==> src/rtl/iso_irq_link_pkg.sv <==
package iso_irq_link_pkg;

   // -------------------------------------------------------------------
   // Register byte offsets
   // -------------------------------------------------------------------
   localparam logic [7:0] OFF_MAIN_MASK_SET = 8'h88;
   localparam logic [7:0] OFF_MAIN_MASK_CLEAR = 8'h8c;
   localparam logic [7:0] OFF_MAIN_EVENT = 8'h80;
   localparam logic [7:0] OFF_TX_EVENT_SET = 8'h90;
   localparam logic [7:0] OFF_TX_EVENT_CLEAR = 8'h94;
   localparam logic [7:0] OFF_TX_MASK_SET = 8'h98;
   localparam logic [7:0] OFF_TX_MASK_CLEAR = 8'h9c;
   localparam logic [7:0] OFF_RX_EVENT_SET = 8'ha0;
   localparam logic [7:0] OFF_RX_EVENT_CLEAR = 8'ha4;
   localparam logic [7:0] OFF_RX_MASK_SET = 8'ha8;
   localparam logic [7:0] OFF_RX_MASK_CLEAR = 8'hac;
   localparam logic [7:0] OFF_FAIRNESS = 8'hdc;
   localparam logic [7:0] OFF_LINK_SET = 8'he0;
   localparam logic [7:0] OFF_LINK_CLEAR = 8'he4;

   // -------------------------------------------------------------------
   // Field layout
   // -------------------------------------------------------------------
   localparam int MAIN_LOW_BITS = 10;
   localparam int BIT_TX_SUMMARY = 6;
   localparam int BIT_RX_SUMMARY = 7;
   localparam int BIT_CYCLE_SOURCE = 22;
   localparam int BIT_CYCLE_MASTER = 21;
   localparam int BIT_CYCLE_TIMER_RUN = 20;
   localparam int BIT_ACCEPT_PHY = 10;
   localparam int BIT_ACCEPT_SELF_ID = 9;
   localparam int BIT_SYNC_LOCK = 6;
   localparam int FAIRNESS_BITS = 8;

   // Writable link flags; cycle source is held at zero.
   localparam logic [31:0] LINK_WRITABLE = 32'h0030_0640;
   localparam logic [31:0] ZERO_WORD = 32'h0000_0000;
   localparam logic [31:0] UNMAPPED_READ = 32'h0000_0000;

   // -------------------------------------------------------------------
   // Bus request carrier
   // -------------------------------------------------------------------
   typedef struct packed {
      logic [7:0] address;
      logic read;
      logic write;
      logic [31:0] writedata;
      logic [3:0] byteenable;
   } bus_req_type;

   // Per-context completion pulses from the DMA engines.
   typedef struct packed {
      logic [7:0] tx;
      logic [7:0] rx;
   } ctx_irq_type;

   // Link flags driven to the link core.
   typedef struct packed {
      logic cycle_master_flag;
      logic cycle_timer_run;
      logic accept_phy_packets;
      logic accept_self_id_packets;
      logic sync_filter_force_lock;
   } link_flags_type;

endpackage

==> src/rtl/iso_irq_link_regs.sv <==
`timescale 1ns/1ps
`default_nettype none
module iso_irq_link_regs #(
   parameter int CTX_COUNT = 8
) (
   // Clock, reset and enable.
   input wire logic clk_i,
   input wire logic rst_n_i,
   input wire logic clk_en_i,
   input wire logic soft_reset_i,
   // Avalon-MM slave.
   input wire iso_irq_link_pkg::bus_req_type bus_req_i,
   output logic [31:0] readdata_o,
   output logic waitrequest_o,
   // Event sources.
   input wire iso_irq_link_pkg::ctx_irq_type ctx_irq_i,
   input wire logic [9:0] main_event_low_i,
   input wire logic cycle_overrun_event_i,
   input wire logic [7:0] rx_ctx_sync_filter_i,
   // Results.
   output logic main_irq_o,
   output logic [7:0] rx_ctx_sync_filter_o,
   output logic [7:0] fairness_limit_o,
   output iso_irq_link_pkg::link_flags_type link_flags_o
);
   import iso_irq_link_pkg::*;

   // -------------------------------------------------------------------
   // State
   // -------------------------------------------------------------------
   logic [9:0] main_enable_mask; // Low ten bits of the main mask.
   logic [CTX_COUNT-1:0] per_tx_context_events; // Latched tx events.
   logic [CTX_COUNT-1:0] per_tx_context_enables; // Tx enables.
   logic [CTX_COUNT-1:0] per_rx_context_events; // Latched rx events.
   logic [CTX_COUNT-1:0] per_rx_context_enables; // Rx enables.
   logic [CTX_COUNT-1:0] tx_irq_last; // Previous tx pulse level.
   logic [CTX_COUNT-1:0] rx_irq_last; // Previous rx pulse level.
   logic [7:0] fairness_priority_limit; // Priority request limit.
   logic [31:0] link_flags; // Link control word.
   logic ack_pending; // One wait cycle has passed.
   logic [31:0] next_readdata; // Decoded read value.
   logic [9:0] main_event_register; // Main events with summaries.
   logic tx_context_summary_event; // Unlatched tx summary.
   logic rx_context_summary_event; // Unlatched rx summary.
   logic [31:0] wmask; // Byte-enable expanded write mask.
   logic do_write; // Write accepted this edge.
   logic do_read; // Read accepted this edge.

   // Widens a context vector to a bus word with zero upper bits.
   function automatic logic [31:0] widen(input logic [CTX_COUNT-1:0] v);
      logic [31:0] w;
      w = ZERO_WORD;
      w[CTX_COUNT-1:0] = v;
      return w;
   endfunction

   // -------------------------------------------------------------------
   // Bus handshake
   // -------------------------------------------------------------------
   // Every access waits one cycle, then completes; the read mux is
   // registered on the edge that takes the request so readdata comes from flops.
   always_ff @(posedge clk_i or negedge rst_n_i) begin
      if (!rst_n_i) begin
         ack_pending <= 1'b0;
      end else if (clk_en_i) begin
         if (ack_pending) begin
            ack_pending <= 1'b0;
         end else if (bus_req_i.read || bus_req_i.write) begin
            ack_pending <= 1'b1;
         end
      end
   end

   // Waitrequest drops only in the cycle that completes an access.
   assign waitrequest_o = !(ack_pending && clk_en_i);
   assign do_write = ack_pending && clk_en_i && bus_req_i.write;
   assign do_read = ack_pending && clk_en_i && bus_req_i.read;

   // Byte enables turn into a bit mask for write-one strobes.
   always_comb begin
      for (int i = 0; i < 4; i++) begin
         wmask[i*8 +: 8] = {8{bus_req_i.byteenable[i]}};
      end
   end

   // -------------------------------------------------------------------
   // Summaries and interrupt
   // -------------------------------------------------------------------
   // The summaries are not latched: they follow the masked event vectors.
   assign tx_context_summary_event =
      |(per_tx_context_events & per_tx_context_enables);
   assign rx_context_summary_event =
      |(per_rx_context_events & per_rx_context_enables);

   // Summary bits replace whatever the main event inputs show there.
   always_comb begin
      main_event_register = main_event_low_i;
      main_event_register[BIT_TX_SUMMARY] = tx_context_summary_event;
      main_event_register[BIT_RX_SUMMARY] = rx_context_summary_event;
   end

   // Only enabled, pending events raise the processor line.
   assign main_irq_o =
      |(main_event_register & main_enable_mask);

   // -------------------------------------------------------------------
   // Main mask
   // -------------------------------------------------------------------
   // Set and clear aliases act bitwise; bits 31:10 are never stored.
   always_ff @(posedge clk_i or negedge rst_n_i) begin
      if (!rst_n_i) begin
         main_enable_mask <= '0;
      end else if (clk_en_i && do_write) begin
         if (bus_req_i.address == OFF_MAIN_MASK_SET) begin
            main_enable_mask <= main_enable_mask |
               (bus_req_i.writedata[9:0] & wmask[9:0]);
         end else if (bus_req_i.address == OFF_MAIN_MASK_CLEAR) begin
            main_enable_mask <= main_enable_mask &
               ~(bus_req_i.writedata[9:0] & wmask[9:0]);
         end
      end
   end

   // -------------------------------------------------------------------
   // Per-context events
   // -------------------------------------------------------------------
   // Remember last pulse levels so that a pulse sets a bit only on its rising edge.
   always_ff @(posedge clk_i or negedge rst_n_i) begin
      if (!rst_n_i) begin
         tx_irq_last <= '0;
         rx_irq_last <= '0;
      end else if (clk_en_i) begin
         tx_irq_last <= ctx_irq_i.tx[CTX_COUNT-1:0];
         rx_irq_last <= ctx_irq_i.rx[CTX_COUNT-1:0];
      end
   end

   // Events set on an edge or a set write; only a clear write clears.
   // An edge landing on a clear write wins, so no event is lost.
   always_ff @(posedge clk_i or negedge rst_n_i) begin
      if (!rst_n_i) begin
         per_tx_context_events <= '0;
         per_rx_context_events <= '0;
      end else if (clk_en_i) begin
         per_tx_context_events <= (per_tx_context_events &
            ~((do_write && bus_req_i.address == OFF_TX_EVENT_CLEAR) ?
              bus_req_i.writedata[CTX_COUNT-1:0] & wmask[CTX_COUNT-1:0] :
              '0)) |
            (ctx_irq_i.tx[CTX_COUNT-1:0] & ~tx_irq_last) |
            ((do_write && bus_req_i.address == OFF_TX_EVENT_SET) ?
              bus_req_i.writedata[CTX_COUNT-1:0] & wmask[CTX_COUNT-1:0] :
              '0);
         per_rx_context_events <= (per_rx_context_events &
            ~((do_write && bus_req_i.address == OFF_RX_EVENT_CLEAR) ?
              bus_req_i.writedata[CTX_COUNT-1:0] & wmask[CTX_COUNT-1:0] :
              '0)) |
            (ctx_irq_i.rx[CTX_COUNT-1:0] & ~rx_irq_last) |
            ((do_write && bus_req_i.address == OFF_RX_EVENT_SET) ?
              bus_req_i.writedata[CTX_COUNT-1:0] & wmask[CTX_COUNT-1:0] :
              '0);
      end
   end

   // -------------------------------------------------------------------
   // Per-context masks
   // -------------------------------------------------------------------
   // Enables come up cleared, so no context interrupts before setup.
   always_ff @(posedge clk_i or negedge rst_n_i) begin
      if (!rst_n_i) begin
         per_tx_context_enables <= '0;
         per_rx_context_enables <= '0;
      end else if (clk_en_i && do_write) begin
         unique case (bus_req_i.address)
            OFF_TX_MASK_SET: begin
               per_tx_context_enables <= per_tx_context_enables |
                  (bus_req_i.writedata[CTX_COUNT-1:0] &
                   wmask[CTX_COUNT-1:0]);
            end
            OFF_TX_MASK_CLEAR: begin
               per_tx_context_enables <= per_tx_context_enables &
                  ~(bus_req_i.writedata[CTX_COUNT-1:0] &
                    wmask[CTX_COUNT-1:0]);
            end
            OFF_RX_MASK_SET: begin
               per_rx_context_enables <= per_rx_context_enables |
                  (bus_req_i.writedata[CTX_COUNT-1:0] &
                   wmask[CTX_COUNT-1:0]);
            end
            OFF_RX_MASK_CLEAR: begin
               per_rx_context_enables <= per_rx_context_enables &
                  ~(bus_req_i.writedata[CTX_COUNT-1:0] &
                    wmask[CTX_COUNT-1:0]);
            end
            default: begin
               // Other offsets leave the enables alone.
            end
         endcase
      end
   end

   // -------------------------------------------------------------------
   // Fairness limit
   // -------------------------------------------------------------------
   // Plain read-write byte; soft reset returns it to zero.
   always_ff @(posedge clk_i or negedge rst_n_i) begin
      if (!rst_n_i) begin
         fairness_priority_limit <= '0;
      end else if (clk_en_i) begin
         if (soft_reset_i) begin
            fairness_priority_limit <= '0;
         end else if (do_write && bus_req_i.address == OFF_FAIRNESS &&
                      bus_req_i.byteenable[0]) begin
            fairness_priority_limit <=
               bus_req_i.writedata[FAIRNESS_BITS-1:0];
         end
      end
   end

   assign fairness_limit_o = fairness_priority_limit;

   // -------------------------------------------------------------------
   // Link flags
   // -------------------------------------------------------------------
   // Soft reset clears every flag except the sync filter lock, which
   // only the hardware reset or a link write changes. Cycle source never stores a one,
   // so a careless write cannot select the missing external timer.
   always_ff @(posedge clk_i or negedge rst_n_i) begin
      if (!rst_n_i) begin
         link_flags <= ZERO_WORD;
      end else if (clk_en_i) begin
         if (soft_reset_i) begin
            link_flags <= link_flags &
               (ZERO_WORD | (32'h0000_0001 << BIT_SYNC_LOCK));
         end else begin
            if (do_write && bus_req_i.address == OFF_LINK_SET) begin
               link_flags <= link_flags | (bus_req_i.writedata &
                  wmask & LINK_WRITABLE);
            end else if (do_write && bus_req_i.address == OFF_LINK_CLEAR) begin
               link_flags <= link_flags &
                  ~(bus_req_i.writedata & wmask & LINK_WRITABLE);
            end
            // Overrun drops mastership and keeps it down while pending.
            if (cycle_overrun_event_i) begin
               link_flags[BIT_CYCLE_MASTER] <= 1'b0;
            end
         end
      end
   end

   // Flags go out to the cycle timer, cycle-start logic and receiver.
   // One assignment for the whole carrier keeps the output single-driven.
   assign link_flags_o = '{
      cycle_master_flag: link_flags[BIT_CYCLE_MASTER],
      cycle_timer_run: link_flags[BIT_CYCLE_TIMER_RUN],
      accept_phy_packets: link_flags[BIT_ACCEPT_PHY],
      accept_self_id_packets: link_flags[BIT_ACCEPT_SELF_ID],
      sync_filter_force_lock: link_flags[BIT_SYNC_LOCK]
   };

   // The lock forces each receive context's sync filter bit to one.
   assign rx_ctx_sync_filter_o = link_flags[BIT_SYNC_LOCK] ?
      8'hff : rx_ctx_sync_filter_i;

   // -------------------------------------------------------------------
   // Read mux
   // -------------------------------------------------------------------
   always_comb begin
      next_readdata = UNMAPPED_READ;
      unique case (bus_req_i.address)
         OFF_MAIN_MASK_SET, OFF_MAIN_MASK_CLEAR: begin
            next_readdata[MAIN_LOW_BITS-1:0] = main_enable_mask;
         end
         OFF_MAIN_EVENT: begin
            next_readdata[MAIN_LOW_BITS-1:0] = main_event_register;
         end
         OFF_TX_EVENT_SET: begin
            next_readdata = widen(per_tx_context_events);
         end
         OFF_TX_EVENT_CLEAR: begin
            next_readdata = widen(per_tx_context_events &
                                  per_tx_context_enables);
         end
         OFF_TX_MASK_SET, OFF_TX_MASK_CLEAR: begin
            next_readdata = widen(per_tx_context_enables);
         end
         OFF_RX_EVENT_SET: begin
            next_readdata = widen(per_rx_context_events);
         end
         OFF_RX_EVENT_CLEAR: begin
            next_readdata = widen(per_rx_context_events &
                                  per_rx_context_enables);
         end
         OFF_RX_MASK_SET, OFF_RX_MASK_CLEAR: begin
            next_readdata = widen(per_rx_context_enables);
         end
         OFF_FAIRNESS: begin
            next_readdata[FAIRNESS_BITS-1:0] =
               fairness_priority_limit;
         end
         OFF_LINK_SET, OFF_LINK_CLEAR: begin
            next_readdata = link_flags;
         end
         default: begin
            next_readdata = UNMAPPED_READ;
         end
      endcase
   end

   // Read data is captured on the edge that takes the request and held after it.
   always_ff @(posedge clk_i or negedge rst_n_i) begin
      if (!rst_n_i) begin
         readdata_o <= ZERO_WORD;
      end else if (clk_en_i && !ack_pending && bus_req_i.read) begin
         readdata_o <= next_readdata;
      end
   end

endmodule
`default_nettype wire

==> config.mk <==
export PLATFORM = sky130hd
export DESIGN_NAME = iso_irq_link_regs
export DESIGN_NICKNAME = d
export VERILOG_FILES = /design/src/rtl/iso_irq_link_pkg.sv /design/src/rtl/iso_irq_link_regs.sv
export SDC_FILE = /design/constraint.sdc
export NUM_CORES = 1
export LEC_CHECK = 0
export BUFFER_PORTS_ARGS = -buffer_cell sky130_fd_sc_hd__buf_2
export CAP_MARGIN = 20
export CORE_ASPECT_RATIO = 0.7
export CORE_MARGIN = 2
export CORE_UTILIZATION = 57
export CTS_CLUSTER_DIAMETER = 50
export DETAILED_ROUTE_END_ITERATION = 8
export PLACE_DENSITY = 0.86
export SLEW_MARGIN = 20
export SYNTH_ARGS = -nofsm -noshare
export SYNTH_HDL_FRONTEND = slang
export SYNTH_SLANG_ARGS = --single-unit
==> constraint.sdc <==
create_clock -name clk_i -period 3.8 [get_ports clk_i]
set_clock_uncertainty 0.05 [all_clocks]
set_input_delay 0.19 -clock clk_i [delete_from_list [all_inputs] [get_ports clk_i]]
set_output_delay 0.19 -clock clk_i [all_outputs]
set_load 0.03 [all_outputs]
==> results of run 1 <==
[layout by cell type (no fill, tap or decap), drive strengths merged, types with 3 or more instances in the layout]
master and count:
a211oi 3, a221oi 3, a22o 26, a22oi 15, a31oi 3, buf 124
clkbuf 10, dfrtp 86, inv 17, mux2 31, mux2i 6, nand2 42
nand3 31, nand3b 3, nand4 7, nor2 9, nor2b 12, nor3 3
nor3b 3, nor4b 3, o21ai 50, o22ai 16, o31ai 28, or2 8
[area by class of cell]
cell class	count	area [µm²]	share of cell area, %
multi-input combinational	337	2380	41.7
sequential	86	2150	37.8
timing repair buffer	125	651	11.4
clock buffer	10	229	4.02
tap	105	131	2.31
clock inverter	6	95.1	1.67
inverter	17	63.8	1.12
[state kept, by name, summed over array words and instances, names as in the netlist]
| name | cells |
|---|---|
| main_enable_mask | 10 |
| readdata_o | 14 |
| link_flags | 5 |
| fairness_limit_o | 8 |
| ack_pending | 1 |
| rx_irq_last | 8 |
| per_rx_context_enables | 8 |
| tx_irq_last | 8 |
| per_rx_context_events | 8 |
| per_tx_context_events | 8 |
| per_tx_context_enables | 8 |
[cell families (layout without fill, tap and decap cells)]
group,after synthesis,count (layout),share of synthesized area (%)
multiplexers,37,37,8.36
flip-flops,86,86,44.0
AND/OR/NAND/NOR,136,136,16.6
buffers and inverters,67,158,7.49
AO/OA/AOI/OAI,164,164,23.6
[worst reg2reg max path, stage by stage, from the launching register on]
cell and delay, ps:
dfrtp_1 390, nand3_1 280, nor2_1 430, a31oi_1 140, nor2b_1 580, mux2_1 390
[timing repair]
action | 4_1_cts | 5_1_grt
endpoints found under the hold margin | 48 | 0
hold buffers | 1 | 0
setup endpoints to repair | 0 | 0
[how the worst min path moves through the flow]
stage,slack [ps],from,endpoint
2_1_floorplan,-160,rst_n_i,ack_pending$_DFFE_PN0P_
3_3_place_gp,180,rst_n_i,readdata_o[20]$_DFFE_PN0P_
3_5_place_dp,190,rst_n_i,readdata_o[30]$_DFFE_PN0P_
4_1_cts,40,ctx_irq_i[6],rx_irq_last[6]$_DFFE_PN0P_
5_1_grt,40,ctx_irq_i[12],tx_irq_last[4]$_DFFE_PN0P_
6_report,40,ctx_irq_i[6],rx_irq_last[6]$_DFFE_PN0P_
[report_power, final]
group / switching, W / leakage [nW] / internal (W)
registers: 0.0000298 / 1.07 / 0.000948
logic: 0.000183 / 1.42 / 0.0000978
clock network: 0.000379 / 0.151 / 0.000582
total: 0.000592 / 2.64 / 0.00163
[stage by stage]
stage | hold slack, ps | worst slack, ps | util, % | cell area (µm²) | std cells
6_report | 39.6 | 1420 | 67.8 | 5700 | 686
5_1_grt | 41.9 | 1290 | 67.8 | 5700 | 686
4_1_cts | 35.5 | 1450 | 67.8 | 5700 | 686
3_5_place_dp | 192 | 1210 | 63.8 | 5360 | 669
3_3_place_gp | 184 | 1250 | 63.8 | 5360 | 669
2_1_floorplan | -156 | 2050 | - | 4890 | 490
[metal layers]
layer	vias to the layer above	part of all wire (%)	global-route usage [%]
met2	276	42	48.5
met5	-	0	0
met1	2223	43	47.8
met4	0	2.1	10.6
li1	2020	-	-
met3	34	13	14.4
==> results.sh, run 1 <==
export IMPL_totalWireLength_mm=15.7
export IMPL_overflow=0
export IMPL_crit_start="ack_pending$_DFFE_PN0P_"
export IMPL_io_pins=140
export IMPL_syn_inst=490
export IMPL_drive_above_1_share_pct=32.2
export IMPL_rrSetupSlack_ps=1420
export IMPL_rr_endpoint="fairness_limit_o[1]$_DFFE_PN0P_"
export IMPL_cp_start_kind="register"
export IMPL_leakagePower_nw=2.64
export IMPL_finalCritPeriodShare_pct=62.6
export IMPL_setup_tns_ps=0
export IMPL_ys_types=66
export IMPL_postCtsSetupRepairBufs=0
export IMPL_clock_fmax_mhz=420
export IMPL_yosys_warnings=0
export IMPL_pwr_density_cell_nw_per_um2=389
export IMPL_numCtsBuffers=9
export IMPL_crit_arrival_ps=2550
export IMPL_drc=0
export IMPL_wl_per_cell_um=22.9
export IMPL_clk_pin_slew_ps=60
export IMPL_grt_usage_pct=34.2
export IMPL_slew_headroom_pct=39.0
export IMPL_fp_dieH_um=81.5
export IMPL_synth_common_cells="86 x dfrtp_1, 46 x o21ai_0, 39 x nand2_1"
export IMPL_htreeDepth=3
export IMPL_coreArea_um2=8410
export IMPL_via_per_inst=6.64
export IMPL_syn_num_nets=575
export IMPL_crit_path_end="fairness_limit_o[1]$_DFFE_PN0P_"
export IMPL_synth_edf_count=0
export IMPL_grt_max_degree=50
export IMPL_rr_startpoint="ack_pending$_DFFE_PN0P_"
export IMPL_cts_tree="built"
export IMPL_cts_sinks=86
export IMPL_cp_required_ps=3970
export IMPL_hp_class="in2reg"
export IMPL_drt_pass1_iter_count=7
export IMPL_synth_seq_cells=86
export IMPL_cp_top_family="simple AND/OR/NAND/NOR gates"
export IMPL_dp_final_hpwl_mm=11.6
export IMPL_rsz0062_at_grt="false"
export IMPL_avgSynthCellArea_um2=9.99
export IMPL_synth_most_common_cell="dfrtp_1"
export IMPL_num_vias=4553
export IMPL_power_w=0.00222
export IMPL_hold_viol_final=0
export IMPL_finalSetupViolCount=0
export IMPL_clkLatencyLatePin_ps=350
export IMPL_areaGrowthSynthToFinish_pct=16.4
export IMPL_fin_nets=661
export IMPL_grt_pass1_vias=4042
export IMPL_syn_area_um2=4890
export IMPL_netlist_top_cells_area="dfrtp_1 44%, mux2_2 5.1%, o21ai_0 4.7%, a22o_1 4.7%, o31ai_1 4.3%"
export IMPL_antenna_cells=0
export IMPL_grt_first_pass_wirelength_mm=23.2
export IMPL_worstPathMaxFanout=8
export IMPL_worst_slew_pin_slew_ps=907
export IMPL_yosysSeqAreaShare_pct=44.0
export IMPL_cts_root_buffer="clkbuf_16"
export IMPL_die_x_um=115
export IMPL_grt_antenna_before_repair=0
export IMPL_synth_async_reset_ratio_pct=100
export IMPL_slew_viol_final=0
export IMPL_synth_largest_area_cell="dfrtp_1"
export IMPL_yosys_most_used_dff="dfrtp_1"
export IMPL_crit_chain="nand3_1, nor2_1, a31oi_1, nor2b_1, mux2_1"
export IMPL_drv_cap=0
export IMPL_portBuffers=117
export IMPL_cpPeakStageDelay_ps=580
export IMPL_clk_path_buf_depth=2
export IMPL_cts_resized=0
export IMPL_postRouteAntennaNets=0
export IMPL_peakVddDrop_v=0.000209
export IMPL_critical_path_buf_inv_count=0
export IMPL_fillers=692
export IMPL_end_kind="register"
export IMPL_hold_depth=2
export IMPL_critPathSlowestCell="nor2b_1"
export IMPL_outcome="completed"
export IMPL_critical_path_depth=5
export IMPL_row_count=28
export IMPL_path_class="reg2reg"
export IMPL_die_area_um2=9360
export IMPL_gp_congestion=1.02
export IMPL_synth_top_cell_area_share_pct=44.0
export IMPL_fin_crit_ps=2380
export IMPL_start_util_pct=58.2
export IMPL_drt_iter0_drc=624
export IMPL_rr_worst_depth=5
Note: power is estimated with default switching activity, not from simulation.
==> run 2: changes to the inputs <==
--- a/config.mk
+++ b/config.mk
@@ -5,14 +5,15 @@
 export SDC_FILE = /design/constraint.sdc
 export NUM_CORES = 1
 export LEC_CHECK = 0
+export ABC_AREA = 1
 export BUFFER_PORTS_ARGS = -buffer_cell sky130_fd_sc_hd__buf_2
 export CAP_MARGIN = 20
 export CORE_ASPECT_RATIO = 0.7
 export CORE_MARGIN = 2
-export CORE_UTILIZATION = 57
+export CORE_UTILIZATION = 53
 export CTS_CLUSTER_DIAMETER = 50
 export DETAILED_ROUTE_END_ITERATION = 8
-export PLACE_DENSITY = 0.86
+export PLACE_DENSITY = 0.81
 export SLEW_MARGIN = 20
 export SYNTH_ARGS = -nofsm -noshare
 export SYNTH_HDL_FRONTEND = slang
==> constraint.sdc (replaced) <==
create_clock -name clk_i -period 2.2 [get_ports clk_i]
set_clock_uncertainty 0.05 [all_clocks]
set_input_delay 0.11 -clock clk_i [delete_from_list [all_inputs] [get_ports clk_i]]
set_output_delay 0.11 -clock clk_i [all_outputs]
set_load 0.03 [all_outputs]
==> results.sh, run 2 <==
export IMPL_slew_headroom_pct=55.3
export IMPL_layout_commonest_cell="nand2_1"
export IMPL_synth_edf_count=0
export IMPL_rsz0062_at_grt="false"
export IMPL_cpPeakStageDelay_ps=420
export IMPL_io_pins=140
export IMPL_syn_area_um2=4920
export IMPL_outcome="completed"
export IMPL_yosysSeqAreaShare_pct=43.7
export IMPL_slew_viol_final=0
export IMPL_postCtsSetupRepairBufs=0
export IMPL_grtUsageMet1_pct=44.2
export IMPL_grt_busiest_layer="met2"
export IMPL_synth_async_reset_ratio_pct=100
export IMPL_synth_largest_area_cell="dfrtp_1"
export IMPL_grt_met2_usage_pct=47.5
export IMPL_netlist_top_cells_area="dfrtp_1 44%, nand2_1 20%, nand3_1 4.6%, nor2_1 4.5%, o21ai_0 3.8%"
export IMPL_yosys_warnings=0
export IMPL_hold_viol_final=0
export IMPL_antenna_cells=0
export IMPL_cp_top_family="simple AND/OR/NAND/NOR gates"
export IMPL_setup_tns_ps=0
export IMPL_cts_sinks=86
export IMPL_final_cell_mix="259 x nand2_1, 116 x buf_2, 86 x dfrtp_1"
export IMPL_row_count=29
export IMPL_worstPathMaxFanout=4
export IMPL_numCtsBuffers=9
export IMPL_synth_common_cells="259 x nand2_1, 86 x dfrtp_1, 59 x nor2_1"
export IMPL_drt_pass1_iter_count=5
export IMPL_pre_cts_ws_ps=419
export IMPL_clock_fmax_mhz=540
export IMPL_critical_path_buf_inv_count=1
export IMPL_hold_buffers=25
export IMPL_start_util_pct=54.5
export IMPL_setup_slack_ps=347
export IMPL_worst_slew_pin_slew_ps=667
export IMPL_leakagePower_nw=3.21
export IMPL_hp_class="in2reg"
export IMPL_met3_usage_pct=6.45
export IMPL_htreeDepth=3
export IMPL_critPathSlowestCell="dfrtp_1"
export IMPL_largest_register_ff_count=14
export IMPL_yosys_most_used_dff="dfrtp_1"
export IMPL_grt_antenna_before_repair=0
export IMPL_syn_num_nets=756
export IMPL_die_x_um=119
export IMPL_cp_required_ps=2040
export IMPL_postRouteAntennaNets=0
export IMPL_grt_pass1_vias=4926
export IMPL_coreArea_um2=9030
export IMPL_cts_tree="built"
export IMPL_top_regs="readdata_o (14), main_enable_mask (10)"
export IMPL_synth_most_common_cell="nand2_1"
export IMPL_die_area_um2=10100
export IMPL_drt_iter0_drc=408
export IMPL_path_class="reg2out"
export IMPL_via_per_inst=5.54
export IMPL_ys_types=34
export IMPL_gp_congestion=0.956
export IMPL_drv_cap=0
export IMPL_areaGrowthSynthToFinish_pct=23.1
export IMPL_finalSetupViolCount=0
export IMPL_drc=0
export IMPL_critical_path_depth=7
export IMPL_cts_root_buffer="clkbuf_16"
export IMPL_hold_ws_ps=1.11
export IMPL_clk_pin_slew_ps=60
export IMPL_wl_per_cell_um=16.0
export IMPL_grt_max_degree=36
export IMPL_pwr_density_cell_nw_per_um2=597
export IMPL_num_vias=5129
export IMPL_avgSynthCellArea_um2=7.34
export IMPL_hold_depth=3
export IMPL_fin_nets=885
export IMPL_fillers=787
export IMPL_grt_usage_pct=30.9
export IMPL_rr_worst_depth=4
export IMPL_cp_start_kind="register"
export IMPL_crit_chain="nand2_1, nand2_1, nor2_1, nand2_1, nand2_1, nand4_1, buf_2"
export IMPL_fin_crit_ps=1850
export IMPL_syn_inst=671
export IMPL_overflow=0
export IMPL_peakVddDrop_v=0.000397
export IMPL_synth_seq_cells=86
export IMPL_drive_above_1_share_pct=23.6
export IMPL_grt_first_pass_wirelength_mm=24.4
export IMPL_regMostFlops="readdata_o"
export IMPL_clkLatencyLatePin_ps=340
export IMPL_synth_top_cell_area_share_pct=43.7
export IMPL_cpMostUsedCell="nand2_1"
export IMPL_finalCritPeriodShare_pct=84.2
export IMPL_clk_path_buf_depth=2
export IMPL_cts_resized=0
export IMPL_crit_arrival_ps=1690
export IMPL_dp_final_hpwl_mm=11.4
export IMPL_totalWireLength_mm=14.9
export IMPL_fp_dieH_um=84.6
export IMPL_portBuffers=117
export IMPL_end_kind="output port"
-- run 2: changes by cell type after synthesis, moves of 17 or more --
| cell | before | now |
|---|---|---|
| mux2_2 | 22 | 0 |
| nand2_1 | 39 | 259 |
| o31ai_1 | 28 | 8 |
| a21oi_1 | 0 | 17 |
| inv_1 | 16 | 33 |
| a22o_1 | 26 | 0 |
| nor2_1 | 6 | 59 |
-- run 2: final cells by class --
class,instances,area (µm²),area share [%]
multi-input cells,509,2390,39.4
flip-flops and latches,86,2150,35.5
repair buffers,152,926,15.3
clock buffers,11,243,4.01
inverters,42,158,2.60
well taps,124,155,2.56
clock inverters,2,35.0,0.578
-- run 2: path summary, 6_finish.rpt --
path                                                      startpoint                                     to  slack (ps)
worst max-delay path            per_tx_context_events[0]$_DFFE_PN0P_                             main_irq_o         350
worst min-delay path                                   bus_req_i[11]        fairness_limit_o[7]$_DFFE_PN0P_           1
worst max register to register               ack_pending$_DFFE_PN0P_   per_rx_context_events[0]$_DFFE_PN0P_         500
worst min register to register            tx_irq_last[2]$_DFFE_PN0P_             tx_irq_last[2]$_DFFE_PN0P_         420
max in group asynchronous                                    rst_n_i  per_rx_context_enables[6]$_DFFE_PN0P_        1270
min in group asynchronous                                    rst_n_i             rx_irq_last[0]$_DFFE_PN0P_         220
-- run 2: worst register-to-register path, stage by stage (launching register included) --
cell and delay, ps:
dfrtp_1 440, nand3_4 200, nor3_2 620, nand2_1 150
o211ai_1 140
-- run 2: through the flow --
| stage | std cells | util [%] | total power [W] | area [µm²] |
|---|---|---|---|---|
| 2_1_floorplan | 671 | - | 0.00194 | 4920 |
| 3_3_place_gp | 888 | 61.2 | 0.00212 | 5530 |
| 3_5_place_dp | 888 | 61.2 | 0.00213 | 5530 |
| 4_1_cts | 926 | 67.0 | 0.00362 | 6060 |
| 5_1_grt | 926 | 67.0 | 0.00374 | 6060 |
| 6_report | 926 | 67.0 | 0.00362 | 6060 |
-- run 2: kinds of logic after synthesis --
group,synth area share (%)
simple gates,36.1
compound gates,12.4
flops,43.7
buf+inv,7.75
-- run 2: power by group --
| group | total (W) | internal (W) | switching [W] |
|---|---|---|---|
| logic | 0.000465 | 0.000157 | 0.000308 |
| registers | 0.00168 | 0.00163 | 0.0000414 |
| clock network | 0.00147 | 0.000890 | 0.000585 |
| total | 0.00362 | 0.00268 | 0.000934 |
-- run 2: metal layers --
layer  wire length, µm  part of all wire (%)
met5                 0                     0
met4               247                   1.7
met3              1250                   8.4
met2              6590                    44
met1              6770                    46
==> run 3: changes to the inputs <==
--- a/config.mk
+++ b/config.mk
@@ -10,10 +10,10 @@
 export CAP_MARGIN = 20
 export CORE_ASPECT_RATIO = 0.7
 export CORE_MARGIN = 2
-export CORE_UTILIZATION = 53
+export CORE_UTILIZATION = 48
 export CTS_CLUSTER_DIAMETER = 50
 export DETAILED_ROUTE_END_ITERATION = 8
-export PLACE_DENSITY = 0.81
+export PLACE_DENSITY = 0.77
 export SLEW_MARGIN = 20
 export SYNTH_ARGS = -nofsm -noshare
 export SYNTH_HDL_FRONTEND = slang
==> constraint.sdc (replaced) <==
create_clock -name clk_i -period 1.65 [get_ports clk_i]
set_clock_uncertainty 0.05 [all_clocks]
set_input_delay 0.0825 -clock clk_i [delete_from_list [all_inputs] [get_ports clk_i]]
set_output_delay 0.0825 -clock clk_i [all_outputs]
set_load 0.03 [all_outputs]
==> results.sh, run 3 (same netlist as run 2, synthesis figures left out) <==
export IMPL_worstPathMaxFanout=2
export IMPL_cts_root_buffer="clkbuf_16"
export IMPL_power_share_clock_pct=39.9
export IMPL_fin_nets=911
export IMPL_setup_slack_ps=-17.6
export IMPL_grt_first_pass_wirelength_mm=23.3
export IMPL_fp_dieH_um=88.7
export IMPL_grt_antenna_before_repair=0
export IMPL_regMostFlops="readdata_o"
export IMPL_cpMostUsedCell="nand2_1"
export IMPL_rsz0062_at_grt="true"
export IMPL_p_sw_w=0.00131
export IMPL_leakagePower_nw=3.34
export IMPL_dp_final_hpwl_mm=11.4
export IMPL_p_sw_share_pct=27.5
export IMPL_grt_max_degree=40
export IMPL_peakVddDrop_v=0.000491
export IMPL_gp_congestion=0.905
export IMPL_violations="negative setup slack"
export IMPL_grt_usage_pct=26.7
export IMPL_coreArea_um2=9830
export IMPL_seq_area_um2=2150
export IMPL_hold_viol_final=0
export IMPL_portBuffers=117
export IMPL_largest_register_ff_count=14
export IMPL_start_util_pct=50.1
export IMPL_seq_power_share_pct=46.6
export IMPL_hold_ws_ps=18.7
export IMPL_rr_startpoint="ack_pending$_DFFE_PN0P_"
export IMPL_die_area_um2=11100
export IMPL_crit_path_end="main_irq_o"
export IMPL_outcome="finished, violations left"
export IMPL_critPathSlowestCell="dfrtp_1"
export IMPL_die_x_um=125
export IMPL_hp_class="in2reg"
export IMPL_grt_pass1_vias=4620
export IMPL_numCtsBuffers=9
export IMPL_drive_above_1_share_pct=26.7
export IMPL_fillers=875
export IMPL_critical_path_depth=7
export IMPL_cp_top_family="simple AND/OR/NAND/NOR gates"
export IMPL_areaGrowthSynthToFinish_pct=28.0
export IMPL_pwr_density_cell_nw_per_um2=760
export IMPL_num_vias=5057
export IMPL_htreeDepth=3
export IMPL_fin_crit_ps=1670
export IMPL_drv_cap=0
export IMPL_drc=0
export IMPL_clk_pin_slew_ps=60
export IMPL_crit_chain="nand2_1, inv_1, nor3_1, nand2_1, nand2_1, nand4_1, buf_6"
export IMPL_row_count=30
export IMPL_clkLatencyLatePin_ps=350
export IMPL_power_w=0.00479
export IMPL_clk_path_buf_depth=2
export IMPL_worst_slew_pin_slew_ps=435
export IMPL_totalWireLength_mm=14.8
export IMPL_final_cell_mix="255 x nand2_1, 115 x buf_2, 86 x dfrtp_1"
export IMPL_rrSetupSlack_ps=140
export IMPL_cellInternalPower_w=0.00347
export IMPL_finish_utilization_pct=64.0
export IMPL_drt_pass1_iter_count=5
export IMPL_combPwrFrac_pct=13.5
export IMPL_via_per_inst=5.27
export IMPL_cts_sinks=86
export IMPL_layout_commonest_cell="nand2_1"
export IMPL_finalSetupViolCount=1
export IMPL_slew_headroom_pct=70.9
export IMPL_rr_worst_depth=5
export IMPL_postRouteAntennaNets=0
export IMPL_multi_input_area_um2=2410
export IMPL_cp_required_ps=1520
export IMPL_crit_start="per_rx_context_events[6]$_DFFE_PN0P_"
export IMPL_setup_tns_ps=-17.6
export IMPL_io_pins=140
export IMPL_crit_arrival_ps=1540
export IMPL_cp_start_kind="register"
export IMPL_finalCritPeriodShare_pct=101
export IMPL_critical_path_buf_inv_count=2
export IMPL_top_regs="readdata_o (14), main_enable_mask (10)"
export IMPL_overflow=0
export IMPL_antenna_cells=0
export IMPL_cts_tree="built"
export IMPL_cpPeakStageDelay_ps=400
export IMPL_clock_fmax_mhz=600
export IMPL_wl_per_cell_um=15.4
export IMPL_slew_viol_final=0
export IMPL_path_class="reg2out"
export IMPL_drt_iter0_drc=448
export IMPL_end_kind="output port"
export IMPL_rr_endpoint="per_tx_context_events[4]$_DFFE_PN0P_"
[run 3: cell types whose count changed in the layout (fill, tap and decap cells not counted), sizes merged]
cell,before,now
clkinv,1,4
dlygate4sd3,25,29
clkinvlp,0,1
bufinv,1,0
buf,127,149
[run 3: how the worst min path moves through the flow]
stage                   startpoint                                    to  slack, ps  cells past startpoint
2_1_floorplan              rst_n_i               ack_pending$_DFFE_PN0P_       -260                      0
3_3_place_gp               rst_n_i  per_rx_context_events[5]$_DFFE_PN0P_        -50                      1
3_5_place_dp               rst_n_i            rx_irq_last[0]$_DFFE_PN0P_        -40                      1
4_1_cts        main_event_low_i[9]             readdata_o[9]$_DFFE_PN0P_         20                      5
5_1_grt              bus_req_i[13]       main_enable_mask[9]$_DFFE_PN0P_         60                      3
6_report       main_event_low_i[9]             readdata_o[9]$_DFFE_PN0P_         20                      5
[run 3: repair_timing]
| item | 4_1_cts | 5_1_grt |
|---|---|---|
| setup endpoints to repair | 1 | 15 |
| cloned | 0 | 0 |
| pin swaps | 1 | 4 |
| hold buffers | 29 | 0 |
| hold endpoints to repair | 104 | 0 |
| buffers inserted | 6 | 0 |
| resized for setup | 7 | 7 |
[run 3: worst reg2reg max path: cells and delay by family (launching register included)]
kind                   cells  cell delay (ps)
buffers and inverters      1              150
and+or+nand+nor            2              380
AOI/OAI and AO/OA          2              360
DFF                        1              430
[run 3: area by class of cell]
class                   count  share of cell area, %
multi-input cells         509                   38.3
clock buffers              11                   3.85
clock inverters             5                  0.556
inverters                  42                   2.50
repair buffers            178                   18.1
flip-flops and latches     86                   34.2
well taps                 128                   2.54
[run 3: metal layers]
| layer | GRT usage, % | vias up | wire (µm) |
|---|---|---|---|
| li1 | - | 2476 | - |
| met1 | 38.0 | 2357 | 6990 |
| met2 | 42.3 | 208 | 6520 |
| met3 | 5.74 | 16 | 1110 |
| met4 | 6.57 | 0 | 154 |
| met5 | 0 | - | 0 |
[run 3: per-stage QoR]
stage          instance area [µm²]  setup WS [ps]  instances
2_1_floorplan                 4920            275        671
3_3_place_gp                  5650            150        908
3_5_place_dp                  5650           67.6        908
4_1_cts                       6280          -6.41        959
5_1_grt                       6300           -109        959
6_report                      6300          -17.6        959
[run 3: power by group through the flow]
stage	Clock [W]	Combinational [W]	Sequential, W
final	0.00191	0.000645	0.00223
after global routing	0.00203	0.000708	0.00224
after CTS	0.00194	0.000643	0.00223
after detailed placement	0	0.000583	0.00227
after global placement	0	0.000570	0.00227
after floorplan	0	0.000277	0.00231
